<file path="src/tsr_defs.svh">
// constants for the time-slot router: register offsets, fields, reset values, rates
// assumes inclusion by bare name from the router and walker modules
// Functional notes
// - each channel: dedicated pins or multiplexed link
// - any channel mix onto one or two links
// - static frames: disable channels before rerouting
// - dynamic frames: reroute with channels attached
// - global mode: link enables, static/dynamic select
// - serial mode: mgmt clocks, sync/async, mgmt pins
// - clock route: comm clocks and dedicated pins
// - two links, independent transmit/receive clocks and syncs
// - four strobes, per bit or per byte
// - each slot: one transmit, one receive entry
// - routing RAM directly host readable and writable
// - routing independent of channel protocol
// - capacity 64/32/32/16 entries per direction
// - echo: receive input retransmitted on transmit
// - loopback: receive path takes transmitted signal
// - internal clock divided by 1, 4, 16, 64
`ifndef TSR_DEFS_SVH
`define TSR_DEFS_SVH
// register byte offsets
`define TSR_GMR_OFF 12'h000
`define TSR_SMR_OFF 12'h004
`define TSR_CRR_OFF 12'h008
`define TSR_DIV_OFF 12'h00C
`define TSR_STAT_OFF 12'h010
`define TSR_RAM_TX_PAGE 4'h1
`define TSR_RAM_RX_PAGE 4'h2
// global mode fields
`define TSR_GMR_EN0 0
`define TSR_GMR_EN1 1
`define TSR_GMR_DYN 2
`define TSR_GMR_BANK 3
// serial mode fields
`define TSR_SMR_ASYNC 2
`define TSR_SMR_ECHO 5
`define TSR_SMR_LOOP 6
// routing entry fields
`define TSR_ENT_BYTE 3
`define TSR_ENT_LAST 8
`define TSR_CHAN_NONE 3'h7
// reset values
`define TSR_GMR_RST 4'h0
`define TSR_SMR_RST 7'h00
`define TSR_CRR_RST 8'h00
`define TSR_DIV_RST 2'h0
// divider terminal counts for divide by 1, 4, 16, 64
`define TSR_DIV1_LAST 6'h00
`define TSR_DIV4_LAST 6'h03
`define TSR_DIV16_LAST 6'h0F
`define TSR_DIV64_LAST 6'h3F
`endif

</file>
<file path="src/tsr_pkg.sv">
// types shared by the time-slot router and its slot walkers
// assumes the constants header supplies all numeric values
package tsr_pkg;
  // one routing RAM entry: last, strobe mask, byte mode, channel
  typedef struct packed {
    logic last;
    logic [3:0] strobe;
    logic byte_mode;
    logic [2:0] chan;
  } entry_type;
  // state of one slot walker
  typedef struct packed {
    logic clk_s1, clk_s2, clk_prev;
    logic sync_s1, sync_s2;
    logic in_frame, bit_ev, frame_start;
    logic [2:0] bitcnt;
    logic [5:0] ptr;
  } walker_state_type;
  // state of the router top
  typedef struct packed {
    logic [3:0] gmr;
    logic [6:0] smr;
    logic [7:0] crr;
    logic [1:0] div;
    logic [5:0] div_cnt;
    logic ser_en;
    logic [1:0] act_bank;
    logic [1:0] txd, txd_oe;
    logic [3:0] strobe;
    logic [5:0] ded_txd, chan_rxd, chan_rx_en, chan_tx_en;
    logic [5:0] ded_rxd_s1, ded_rxd_s2;
    logic [1:0] rxd_s1, rxd_s2;
    logic [31:0] prdata;
    logic pslverr;
  } router_state_type;
endpackage

</file>
<file path="src/slot_walker.sv">
// one direction of one link: finds link clock edges and frame syncs, walks entries
// assumes clock and sync arrive from pins; ser_en is the internal serial clock enable
`timescale 1ns/1ps
`include "tsr_defs.svh"
module slot_walker #(
  parameter bit SAMPLE_RISE = 1'b1 // rising edge for receive, falling for transmit
) (
  // clock and reset
  input wire logic clk,
  input wire logic rst,
  // control
  input wire logic ser_en,
  input wire logic enable,
  input wire logic [5:0] cap_last,
  // current entry fields
  input wire logic byte_mode,
  input wire logic last,
  // link pins
  input wire logic link_clk_pin,
  input wire logic sync_pin,
  // position outputs
  output logic [5:0] ptr,
  output logic in_frame,
  output logic bit_ev,
  output logic frame_start
);
  tsr_pkg::walker_state_type q, d;
  logic rise, fall, act;

  // edges judged only on second synchroniser stage, at internal serial rate
  assign rise = q.clk_s2 & ~q.clk_prev;
  assign fall = ~q.clk_s2 & q.clk_prev;
  assign act = ser_en & (SAMPLE_RISE ? rise : fall);

  // next state
  always_comb begin
    d = q;
    d.bit_ev = 1'b0;
    d.frame_start = 1'b0;
    d.clk_s1 = link_clk_pin;
    d.clk_s2 = q.clk_s1;
    d.sync_s1 = sync_pin;
    d.sync_s2 = q.sync_s1;
    if (ser_en) begin
      d.clk_prev = q.clk_s2;
    end
    if (!enable) begin
      // idle link walks nothing
      d.in_frame = 1'b0;
      d.ptr = 6'h00;
      d.bitcnt = 3'h0;
    end else if (act) begin
      if (q.sync_s2) begin
        // frame start: this edge carries bit 0 of entry 0
        d.frame_start = 1'b1;
        d.in_frame = 1'b1;
        d.ptr = 6'h00;
        d.bitcnt = 3'h0;
        d.bit_ev = 1'b1;
      end else if (q.in_frame) begin
        if (byte_mode && q.bitcnt != 3'h7) begin
          // per-byte entry holds for eight bits
          d.bitcnt = q.bitcnt + 3'h1;
          d.bit_ev = 1'b1;
        end else if (last || q.ptr == cap_last) begin
          // end of table: wait for next sync
          d.in_frame = 1'b0;
        end else begin
          d.ptr = q.ptr + 6'h01;
          d.bitcnt = 3'h0;
          d.bit_ev = 1'b1;
        end
      end
    end
  end

  // state register
  always_ff @(posedge clk or posedge rst) begin
    if (rst) begin
      q <= '0;
    end else begin
      q <= d;
    end
  end

  assign ptr = q.ptr;
  assign in_frame = q.in_frame;
  assign bit_ev = q.bit_ev;
  assign frame_start = q.frame_start;
endmodule

</file>
<file path="src/time_slot_router.sv">
// time-slot router: six serial channels onto dedicated pins or two multiplexed links
// assumes APB master on clk; link clocks and syncs come from an external framer
//
// The register addresses and the APB slave port are this design's own decisions.
`timescale 1ns/1ps
`include "tsr_defs.svh"
module time_slot_router (
  // clock and reset
  input wire logic clk,
  input wire logic rst,
  // APB slave
  input wire logic psel,
  input wire logic penable,
  input wire logic pwrite,
  input wire logic [11:0] paddr,
  input wire logic [31:0] pwdata,
  output logic [31:0] prdata,
  output logic pready,
  output logic pslverr,
  // serial channel side, index 0..3 comm_channel, 4..5 mgmt_channel
  input wire logic [5:0] chan_txd,
  input wire logic [5:0] chan_enabled,
  output logic [5:0] chan_tx_en,
  output logic [5:0] chan_rxd,
  output logic [5:0] chan_rx_en,
  // dedicated pins per channel
  input wire logic [5:0] ded_rxd,
  output logic [5:0] ded_txd,
  // multiplexed link pins, index per link
  input wire logic [1:0] link_tx_clk,
  input wire logic [1:0] link_tx_sync,
  input wire logic [1:0] link_rx_clk,
  input wire logic [1:0] link_rx_sync,
  input wire logic [1:0] link_rxd,
  output logic [1:0] link_txd,
  output logic [1:0] link_txd_oe,
  // strobes for off-chip devices
  output logic [3:0] strobe
);
  tsr_pkg::router_state_type q, d;

  // routing RAM, one table per direction
  tsr_pkg::entry_type ram_tx [0:63];
  tsr_pkg::entry_type ram_rx [0:63];

  // walker signals, index w = link*2 + dir, dir 0 transmit, 1 receive
  logic [5:0] w_ptr [0:3];
  logic [3:0] w_in_frame, w_bit_ev, w_frame_start;
  logic [3:0] w_clk_pin, w_sync_pin;
  logic [5:0] w_idx [0:3];
  tsr_pkg::entry_type w_ent [0:3];

  // decoded configuration
  logic two_links, dyn, locked;
  logic [6:0] cap;
  logic [5:0] cap_last;
  logic [5:0] clk_route, dedicated;
  logic [1:0] link_en;

  // bus decode
  logic setup, access, wr_ok;
  logic ram_tx_hit, ram_rx_hit, reg_hit;

  assign link_en = {q.gmr[`TSR_GMR_EN1], q.gmr[`TSR_GMR_EN0]};
  assign dyn = q.gmr[`TSR_GMR_DYN];
  assign two_links = q.gmr[`TSR_GMR_EN1];
  // per-direction depth halves for dynamic banks and for a second link
  assign cap = 7'h40 >> ({1'b0, two_links} + {1'b0, dyn});
  assign cap_last = 6'(cap - 7'h01);
  // mgmt clocks and pins from serial mode, comm from clock route
  assign clk_route = {q.smr[1:0], q.crr[3:0]};
  assign dedicated = {q.smr[4:3], q.crr[7:4]};

  // static frames refuse routing changes while an attached channel runs
  assign locked = ~dyn & (|link_en) & (|(chan_enabled & ~dedicated));

  assign setup = psel & ~penable;
  assign access = psel & penable;
  assign ram_tx_hit = paddr[11:8] == `TSR_RAM_TX_PAGE;
  assign ram_rx_hit = paddr[11:8] == `TSR_RAM_RX_PAGE;
  assign reg_hit = paddr == `TSR_GMR_OFF || paddr == `TSR_SMR_OFF ||
                   paddr == `TSR_CRR_OFF || paddr == `TSR_DIV_OFF ||
                   paddr == `TSR_STAT_OFF;
  // write commits at access edge only when the setup check found no error
  assign wr_ok = access & pwrite & ~q.pslverr;

  // walker pin selection: synchronous mode shares transmit clock and sync
  always_comb begin
    for (int l = 0; l < 2; l++) begin
      w_clk_pin[2*l] = link_tx_clk[l];
      w_sync_pin[2*l] = link_tx_sync[l];
      // independent receive timing only in asynchronous mode
      w_clk_pin[2*l+1] = q.smr[`TSR_SMR_ASYNC] ? link_rx_clk[l] : link_tx_clk[l];
      w_sync_pin[2*l+1] = q.smr[`TSR_SMR_ASYNC] ? link_rx_sync[l] : link_tx_sync[l];
    end
  end

  // one walker per link and direction
  genvar g;
  generate
    for (g = 0; g < 4; g++) begin : walkers
      // entry address: link base, then bank, then slot pointer
      assign w_idx[g] = 6'((g / 2) * (two_links ? 32 : 0)) +
                        ((dyn && q.act_bank[g / 2]) ? cap_last + 6'h01 : 6'h00) +
                        w_ptr[g];
      // each slot has a transmit entry and a receive entry
      assign w_ent[g] = (g % 2 == 0) ? ram_tx[w_idx[g]] : ram_rx[w_idx[g]];
      slot_walker #(
        .SAMPLE_RISE((g % 2) == 1)
      ) walker (
        .clk(clk),
        .rst(rst),
        .ser_en(q.ser_en),
        .enable(link_en[g / 2]),
        .cap_last(cap_last),
        .byte_mode(w_ent[g].byte_mode),
        .last(w_ent[g].last),
        .link_clk_pin(w_clk_pin[g]),
        .sync_pin(w_sync_pin[g]),
        .ptr(w_ptr[g]),
        .in_frame(w_in_frame[g]),
        .bit_ev(w_bit_ev[g]),
        .frame_start(w_frame_start[g])
      );
    end
  endgenerate

  // routing RAM: host writes; no reset, contents undefined until filled
  always_ff @(posedge clk) begin
    if (wr_ok && ram_tx_hit) begin
      ram_tx[paddr[7:2]] <= pwdata[8:0];
    end
    if (wr_ok && ram_rx_hit) begin
      ram_rx[paddr[7:2]] <= pwdata[8:0];
    end
  end

  // next state for registers, divider, routing and bus answers
  always_comb begin
    d = q;
    d.chan_tx_en = 6'h00;
    d.chan_rx_en = 6'h00;
    // pin synchronisers, first stage read only by second
    d.ded_rxd_s1 = ded_rxd;
    d.ded_rxd_s2 = q.ded_rxd_s1;
    d.rxd_s1 = link_rxd;
    d.rxd_s2 = q.rxd_s1;

    // internal serial clock enable, divide by 1, 4, 16 or 64
    d.ser_en = 1'b0;
    unique case (q.div)
      2'h0: d.ser_en = q.div_cnt == `TSR_DIV1_LAST;
      2'h1: d.ser_en = q.div_cnt == `TSR_DIV4_LAST;
      2'h2: d.ser_en = q.div_cnt == `TSR_DIV16_LAST;
      2'h3: d.ser_en = q.div_cnt == `TSR_DIV64_LAST;
    endcase
    d.div_cnt = d.ser_en ? 6'h00 : q.div_cnt + 6'h01;

    // dynamic frames: shadow bank taken over at each link's frame start
    for (int l = 0; l < 2; l++) begin
      if (w_frame_start[2*l]) begin
        d.act_bank[l] = q.gmr[`TSR_GMR_BANK];
      end
    end

    // dedicated pins: channel runs on internal clock through own pins
    for (int i = 0; i < 6; i++) begin
      if (q.ser_en && dedicated[i] && clk_route[i]) begin
        d.ded_txd[i] = chan_txd[i];
        d.chan_tx_en[i] = 1'b1;
        d.chan_rxd[i] = q.ded_rxd_s2[i];
        d.chan_rx_en[i] = 1'b1;
      end
    end

    // link routing, protocol blind: only bits and enables move
    for (int l = 0; l < 2; l++) begin
      if (!link_en[l]) begin
        // disabled link is silent
        d.txd_oe[l] = 1'b0;
      end else if (q.smr[`TSR_SMR_ECHO]) begin
        // echo returns the received level three clocks after the pin, every cycle
        d.txd[l] = q.rxd_s2[l];
        d.txd_oe[l] = 1'b1;
      end else if (w_bit_ev[2*l]) begin
        d.txd_oe[l] = 1'b0;
        if (w_ent[2*l].chan != `TSR_CHAN_NONE && w_ent[2*l].chan < 3'h6) begin
          // attached, clocked channel supplies this bit
          if (!dedicated[w_ent[2*l].chan] && clk_route[w_ent[2*l].chan]) begin
            d.txd[l] = chan_txd[w_ent[2*l].chan];
            d.txd_oe[l] = 1'b1;
            d.chan_tx_en[w_ent[2*l].chan] = 1'b1;
          end
        end
      end else if (!w_in_frame[2*l]) begin
        d.txd_oe[l] = 1'b0;
      end
      if (link_en[l] && w_bit_ev[2*l+1] && w_ent[2*l+1].chan < 3'h6) begin
        if (!dedicated[w_ent[2*l+1].chan] && clk_route[w_ent[2*l+1].chan]) begin
          // loopback takes the transmitted level instead of the pin
          d.chan_rxd[w_ent[2*l+1].chan] =
            q.smr[`TSR_SMR_LOOP] ? q.txd[l] : q.rxd_s2[l];
          d.chan_rx_en[w_ent[2*l+1].chan] = 1'b1;
        end
      end
    end

    // strobes follow the transmit entry for the whole bit or byte
    d.strobe = 4'h0;
    for (int l = 0; l < 2; l++) begin
      if (link_en[l] && w_in_frame[2*l]) begin
        d.strobe = d.strobe | w_ent[2*l].strobe;
      end
    end

    // setup phase: fix error and read data for the access phase
    if (setup) begin
      d.pslverr = ~(reg_hit | ram_tx_hit | ram_rx_hit);
      d.prdata = 32'h0000_0000;
      if (pwrite && locked && (ram_tx_hit || ram_rx_hit ||
          paddr == `TSR_SMR_OFF || paddr == `TSR_CRR_OFF)) begin
        d.pslverr = 1'b1;
      end
      if (pwrite && paddr == `TSR_STAT_OFF) begin
        d.pslverr = 1'b1; // status is read only
      end
      if (!pwrite) begin
        if (ram_tx_hit) begin
          d.prdata = {23'h0, ram_tx[paddr[7:2]]};
        end else if (ram_rx_hit) begin
          d.prdata = {23'h0, ram_rx[paddr[7:2]]};
        end else begin
          unique case (paddr)
            `TSR_GMR_OFF: d.prdata = {28'h0, q.gmr};
            `TSR_SMR_OFF: d.prdata = {25'h0, q.smr};
            `TSR_CRR_OFF: d.prdata = {24'h0, q.crr};
            `TSR_DIV_OFF: d.prdata = {30'h0, q.div};
            `TSR_STAT_OFF: d.prdata = {20'h0, w_ptr[0], q.act_bank, w_in_frame};
            default: d.prdata = 32'h0000_0000;
          endcase
        end
      end
    end

    // register writes at the access edge
    if (wr_ok) begin
      unique case (paddr)
        `TSR_GMR_OFF: d.gmr = pwdata[3:0];
        `TSR_SMR_OFF: d.smr = pwdata[6:0];
        `TSR_CRR_OFF: d.crr = pwdata[7:0];
        `TSR_DIV_OFF: d.div = pwdata[1:0];
        default: d.div = q.div;
      endcase
    end
  end

  // state register
  always_ff @(posedge clk or posedge rst) begin
    if (rst) begin
      q <= '0;
      q.gmr <= `TSR_GMR_RST;
      q.smr <= `TSR_SMR_RST;
      q.crr <= `TSR_CRR_RST;
      q.div <= `TSR_DIV_RST;
    end else begin
      q <= d;
    end
  end

  // outputs
  assign pready = 1'b1;
  assign prdata = q.prdata;
  assign pslverr = q.pslverr;
  assign chan_tx_en = q.chan_tx_en;
  assign chan_rxd = q.chan_rxd;
  assign chan_rx_en = q.chan_rx_en;
  assign ded_txd = q.ded_txd;
  assign link_txd = q.txd;
  assign link_txd_oe = q.txd_oe;
  assign strobe = q.strobe;
endmodule

</file>
<file path="config.mk">
export PLATFORM = sky130hd
export DESIGN_NAME = time_slot_router
export DESIGN_NICKNAME = d
export VERILOG_FILES = /design/src/tsr_pkg.sv /design/src/slot_walker.sv /design/src/time_slot_router.sv
export VERILOG_INCLUDE_DIRS = /design/src
export SDC_FILE = /design/constraint.sdc
export NUM_CORES = 2
export LEC_CHECK = 0
export BUFFER_PORTS_ARGS = -buffer_cell sky130_fd_sc_hd__buf_2
export CAP_MARGIN = 20
export CORE_MARGIN = 5
export CORE_UTILIZATION = 40
export CTS_CLUSTER_SIZE = 14
export DETAILED_ROUTE_END_ITERATION = 6
export PLACE_DENSITY = 0.51
export SYNTH_ARGS = -nofsm -noshare
export SYNTH_HDL_FRONTEND = slang
export SYNTH_SLANG_ARGS = --single-unit
export TNS_END_PERCENT = 50
</file>
<file path="constraint.sdc">
create_clock -name clk -period 9.1 [get_ports clk]
set_clock_uncertainty 0.15 [all_clocks]
set_input_delay 0.455 -clock clk [delete_from_list [all_inputs] [get_ports clk]]
set_output_delay 0.455 -clock clk [all_outputs]
set_load 0.01 [all_outputs]
</file>
Word-level counts from Yosys, hierarchy flattened --
Memory sizes are Yosys's and may differ from the RTL's. Cells that the tools add are included. Widths: inputs -> output; s select.
Word-level totals: flip-flop bits (word level) 177, memory bits (writable) 1152, input port bits 77, logic and storage cells 407, memories 2
Operators by class: $add $sub $neg 17, $lt $le $gt $ge 12, eq/ne operators 44, shift-type cells 1, muxes and demuxes 155, bitwise operators 31, reductions and logical operators 79
Memories:
- ram_rx | words 64, width 9, rd ports 3, clocked after memory_dff 0, wr ports 1, RTL line time_slot_router.sv:44 | tsr_pkg::entry_type ram_rx [0:63];
- ram_tx | words 64, width 9, rd ports 3, clocked after memory_dff 0, wr ports 1, RTL line time_slot_router.sv:43 | tsr_pkg::entry_type ram_tx [0:63];
Operator list (number):
- $mux 9 | 16
- $mux 12 | 11
- $mux 6 | 18
- $mux 1 | 74
- $pmux 12 s5 | 1
- $logic_and 1x1->1 | 39
- $add 6x1->6 const B | 6
- $add 6x6->6 | 5
- $bmux 1 s3 | 10
- $eq 12x4->1 const B | 2
- $eq 6x6->1 | 4
- $mux 2 | 12
- $ne 3x2->1 const B | 8
- $or 6x6->6 | 4
- $reduce_and 4->1 | 6
- $ne 3x3->1 const B | 6
- $lt 3x4->1 const B | 4
- $ne 4x2->1 const B | 4
- $and 1x1->1 | 14
- $add 3x1->3 const B | 4
- $bwmux 6 | 2
- $demux 1 s3 | 4
- $eq 12x3->1 const B | 1
- $eq 12x5->1 const B | 1
- 33 further kinds | 83

Longest topological paths before layout --
An unclocked memory read counts as a cell.
word-level depth 23, depth in mapped cells 17

Hierarchy --
From an unflattened synthesis, not the netlist that was laid out.
Second synthesis, totals: cells, all modules 3626, area, all modules 67906.4 um^2
By module, submodules not included:
- time_slot_router | instances 1, cells an instance 3250, area an instance 63897.5 um^2, sequential area each 36870.4 um^2
- slot_walker at walkers[1].walker ... | instances 2, cells an instance 94, area an instance 1003.5 um^2, sequential area each 425.4 um^2
- slot_walker at walkers[0].walker ... | instances 2, cells an instance 94, area an instance 1001.0 um^2, sequential area each 425.4 um^2

Least setup slack after synthesis --
No wires, ideal clock.
path kind register -> register, from reg q, in the netlist link_en[1], to reg walkers[0].walker.q, in the netlist walkers[0].walker.ptr[5], arrival time 4084 ps, required time 8868 ps, setup slack 4784 ps, stages on the path, launching flop included 12, path buffers 1, cells stage by stage dfrtp_1 > clkinv_1 > ha_1 > nand4_2 > xnor2_2 > buf_2 > mux4_2 > mux4_2 > a211oi_4 > nand4_1 > or4_1 > a31oi_1
Between the ends: longest elaborated chain between the ends 10
RTL lines:
- from (decl) | RTL line time_slot_router.sv:40 | tsr_pkg::router_state_type q, d;
- $add 1x1->2 * | RTL line time_slot_router.sv:68 | assign cap = 7'h40 >> ({1'b0, two_links} + {1'b0, dyn});
- $shr 7x2->6 * | RTL line time_slot_router.sv:68
- $sub 6x1->6 * | RTL line time_slot_router.sv:69 | assign cap_last = 6'(cap - 7'h01);
- $add 6x1->6 | RTL line time_slot_router.sv:104 | ((dyn && q.act_bank[g / 2]) ? cap_last + 6'h01 : 6'h00) +
- $mux 6 | RTL line time_slot_router.sv:104
- $add 6x6->6 | RTL line time_slot_router.sv:104
- $mem_v2 64x9
- $logic_and 1x1->1 / $logic_or 1x1->1 (equally long branches) | RTL line slot_walker.sv:61, slot_walker.sv:65
- $ne 3x2->1 (no source line)
- $reduce_and 4->1 (no source line) *
- to (signal assigned) | RTL line slot_walker.sv:80 | q <= '0;
- to (signal assigned) | RTL line slot_walker.sv:82 | q <= d;
- to (decl) | RTL line slot_walker.sv:27 | tsr_pkg::walker_state_type q, d;
Every way passes the cells marked *; elsewhere a longest branch is shown, timed or not. A chain may end at the register's enable or synchronous reset.

Worst setup path after layout --
from reg q, in the netlist link_en[1], to reg walkers[2].walker.q, in the netlist walkers[2].walker.ptr[0]
Between the ends: longest elaborated chain between the ends 11
RTL lines:
- $add 1x1->2 | RTL line time_slot_router.sv:68
- $shr 7x2->6 | RTL line time_slot_router.sv:68
- $sub 6x1->6 | RTL line time_slot_router.sv:69
- $add 6x1->6 | RTL line time_slot_router.sv:104
- $mux 6 | RTL line time_slot_router.sv:104
- $add 6x6->6 | RTL line time_slot_router.sv:103 | assign w_idx[g] = 6'((g / 2) * (two_links ? 32 : 0)) +
- $add 6x6->6 | RTL line time_slot_router.sv:104
- $mem_v2 64x9
- $logic_and 1x1->1 / $logic_or 1x1->1 (equally long branches) | RTL line slot_walker.sv:61, slot_walker.sv:65
- $ne 3x2->1 (no source line)
- $reduce_and 4->1 (no source line)
- to (signal assigned) | RTL line slot_walker.sv:80
- to (signal assigned) | RTL line slot_walker.sv:82
- to (decl) | RTL line slot_walker.sv:27
Several ways; a longest one is shown, not always the timed one.

==> qor.csv <==
stage;metric;value;unit
global_routing;antenna_found_initial;11;
global_routing;first_global_vias;40183;
pwr;power.leakage;0.0243;uW
logic_synthesis;yosys.area_share.simple;3.86;%
sta;tightest_slew;1230;ps
logic_synthesis;ys_top_cells_by_count;1152 x edfxtp_1, 777 x mux4_2, 253 x mux2i_1;
clock_network;clock-sinks;1309;
floorplan;ios;143;
sta;final.min_clock_period;6530;ps
setup_path;worst-path-buf-inv;2;
hold_path;min_path_cells;1;
sta;setup_violations;0;
logic_synthesis;synth_mux_area_share;30.8;%
clock_network;cts-resized-gates;0;
setup_path;reg2reg_depth;14;
global_routing;grt_usage;26.3;%
clock_network;htree_levels;4;
detailed_routing;drc;15;
pwr;power_density;193;mW/mm2
global_routing;busiest_layer;met2;
detailed_routing;drt_iter0_drc;5786;
logic_synthesis;synthesis.area;0.0671;mm2
hold_path;min_from;pwdata[6];
sta;timing.hold.ws;34.4;ps
setup_path;path_max_fanout;17;
global_routing;grt_pass1_wl;324000;um
floorplan;die_x;420;um
sta;hold_violations;0;
logic_synthesis;synth_fa_ha_area_share;0.474;%
logic_synthesis;postSynthAreaPerCell;17.7;um2
logic_synthesis;synth-seq-cells;1309;
setup_path;timing.rr.start;link_en[1];
cells_and_area;fillCellCount;14305;
placed_design;place_congestion;0.868;
clock_network;numCtsBuffers;153;
floorplan;rows;150;
setup_path;slowest_stage;dfrtp_1;
logic_synthesis;synth_cell_types;87;
detailed_routing;detail-route-antenna-nets;0;
logic_synthesis;synth_top_family_by_area;multiplexers;
sta;relSlewSlack;17.2;%
logic_synthesis;synth_top_cell_area_share;51.5;%
setup_path;end_kind;register;
floorplan;start_util;40.2;%
setup_path;critPathKind;reg -> reg;
logic_synthesis;synth_xor_area_share;0.442;%
floorplan;dieHeight;420;um
setup_path;worstPathRequired;9640;ps
clock_network;clkLatencyLatePin;810;ps
logic_synthesis;async_flop_share;12.0;%
cells_and_area;drive_above_1_share;34.7;%
clock_network;root_buffer;clkbuf_16;
logic_synthesis;synth_area_leaders;edfxtp_1 52%, mux4_2 26%, dfrtp_1 5.9%, mux2i_1 3.8%, nor2_1 1.1%;
sta;grt_setup_unrepaired;false;
global_routing;grt-ovfl-total;0;
logic_synthesis;synth_top_flop_cell;edfxtp_1;
sta;timing.fmax;153;MHz
sta;tns;0;ps
setup_path;rr_endpoint;walkers[2].walker.ptr[0];
cells_and_area;area_growth;13.2;%
logic_synthesis;syn_inst;3788;
floorplan;coreArea;0.167;mm2
outcome;violations;DRC;
sta;min_period_over_period;71.8;%
setup_path;crit_family;compound AO/OA/AOI/OAI gates;
clock_network;clk_path_buf_depth;3;
detailed_routing;dr.pass1.iters;7;
detailed_routing;vias;41024;
placed_design;port_buffers;98;
clock_network;cts_tree;built;
hold_path;hold_end;ram_tx[8][6];
global_routing;grt_max_degree;96;
floorplan;die-area;0.176;mm2
setup_path;cp-start-kind;register;
global_routing;grtUsageMet1;38.9;%
logic_synthesis;synth-edff-count;1152;
detailed_routing;drt_wl_total;233000;um
setup_path;worstPathCellList;clkinv_1 > ha_1 > and2_1 > ha_2 > fa_1 > xnor2_1 > xor2_2 > buf_4 > nor3_1 > o32ai_1 > mux2i_1 > o211ai_1 > a21oi_1 > mux2_2;
cells_and_area;nets;4042;
detailed_routing;routed_via_density;6.54;
global_routing;met3_usage;5.32;%
logic_synthesis;yosysSeqAreaShare;57.4;%
pwr;ir_drop;0.157;mV
clock_network;clk_pin_slew;60;ps
sta;report.final.slew_viol_count;0;
setup_path;max_stage_delay;790;ps
outcome;outcome;complete, but fails checks;
clock_network;post-cts-setup-buffers;0;
job;cap_viol_max_count;0;
clock_network;cts-hold-fix-buffers;27;
placed_design;place_hpwl;152000;um
global_routing;grt_use_met2;39.2;%
logic_synthesis;yosysTopAreaCell;edfxtp_1;
detailed_routing;wl_per_cell;37.1;um
setup_path;cp-startpoint;link_en[1];
hold_path;hold_path_class;in -> reg;
logic_synthesis;synthMostInstantiatedCell;edfxtp_1;
logic_synthesis;ys_warn_count;0;
setup_path;r2r_slack;2570;ps
logic_synthesis;synth_compound_area_share;4.25;%
setup_path;worstPathArrival;7080;ps
worst reg2reg max path, delay by kind of cell, from the launching register on:
family	cells	cell delay, ps
AOI/OAI and AO/OA	3	1650
xor gates and xnor gates	2	1070
adders and majority gates	3	1020
buffers and inverters	2	750
DFF	1	790
muxes	2	730
and+or+nand+nor	2	280
metrics by stage:
step                total power (uW)  cells  util (%)  instance area [um2]  worst slack (ps)
CTS                            14800   6262      45.4                75900              2720
floorplan                       7930   3807         -                67200              4260
detailed placement              8530   5956      42.2                70500              2710
global placement                8530   5941      42.1                70400              2810
finish                         14700   6275      45.5                76000              2570
global route                   15100   6270      45.5                76000              2420
kinds of logic after synthesis:
logic type                 Yosys count
xor gates and xnor gates            33
other                                2
DFF                               1309
AOI/OAI and AO/OA                  396
buffers and inverters              387
muxes                             1087
adders and majority gates           23
and+or+nand+nor                    551
state kept, by name, indices dropped and copies added (netlist names):
| signal | flops |
|---|---|
| chan_rx_en | 6 |
| chan_rxd | 6 |
| chan_tx_en | 6 |
| clk_route | 6 |
| d | 8 |
| ded_txd | 6 |
| dedicated | 6 |
| dyn | 1 |
| link_en | 2 |
| link_txd | 2 |
| link_txd_oe | 2 |
| prdata | 12 |
| pslverr | 1 |
| q | 23 |
| ram_rx | 576 |
| ram_tx | 576 |
| strobe | 4 |
| walkers.walker.bit_ev | 4 |
| walkers.walker.d | 8 |
| walkers.walker.frame_start | 2 |
| walkers.walker.in_frame | 4 |
| walkers.walker.ptr | 24 |
| walkers.walker.q | 24 |
cell usage in the layout (no fill, tap or decap), types with 48 or more instances in the layout:
| cell | instances |
|---|---|
| edfxtp_1 | 1152 |
| mux4_2 | 777 |
| mux2i_1 | 253 |
| buf_4 | 189 |
| nor2_1 | 163 |
| clkbuf_16 | 155 |
| dfrtp_1 | 147 |
| nand2_1 | 135 |
| buf_2 | 86 |
| o21ai_0 | 58 |
| a21oi_1 | 57 |
| a221oi_1 | 56 |
| nor3_1 | 53 |
| mux2_2 | 48 |
layer usage:
metal  vias to the layer above  routed length, um
met5                         -                  0
met4                         0               8250
met1                     22247             100000
met3                       338              20100
li1                      16360                  -
met2                      2079             104000
area by class of cell:
cell class / instances / area [um2] / area share (%)
Antenna cell: 5 / 12.5 / 0.0165
Clock buffer: 188 / 4050 / 5.33
Clock inverter: 91 / 1020 / 1.35
Inverter: 43 / 171 / 0.226
Multi-Input combinational cell: 2111 / 27000 / 35.5
Sequential cell: 1309 / 38600 / 50.7
Tap cell: 2204 / 2760 / 3.63
Timing Repair Buffer: 324 / 2430 / 3.20
power breakdown:
part,total (uW),switching (uW),internal (uW),leakage [uW]
Combinational,1770,979,789,0.00951
Sequential,6650,77.9,6570,0.0124
Clock,6280,2590,3690,0.00246
worst max path at each step:
stage,endpoint,slack (ps),cells past startpoint
after floorplan,chan_rx_en[0],4260,1
after global placement,walkers[2].walker.ptr[0],2810,14
after detailed placement,walkers[2].walker.ptr[0],2710,14
after CTS,walkers[2].walker.ptr[0],2720,14
after global routing,walkers[2].walker.ptr[0],2420,14
final,walkers[2].walker.ptr[0],2570,14
No activity file was read; power rests on OpenSTA's default activity.
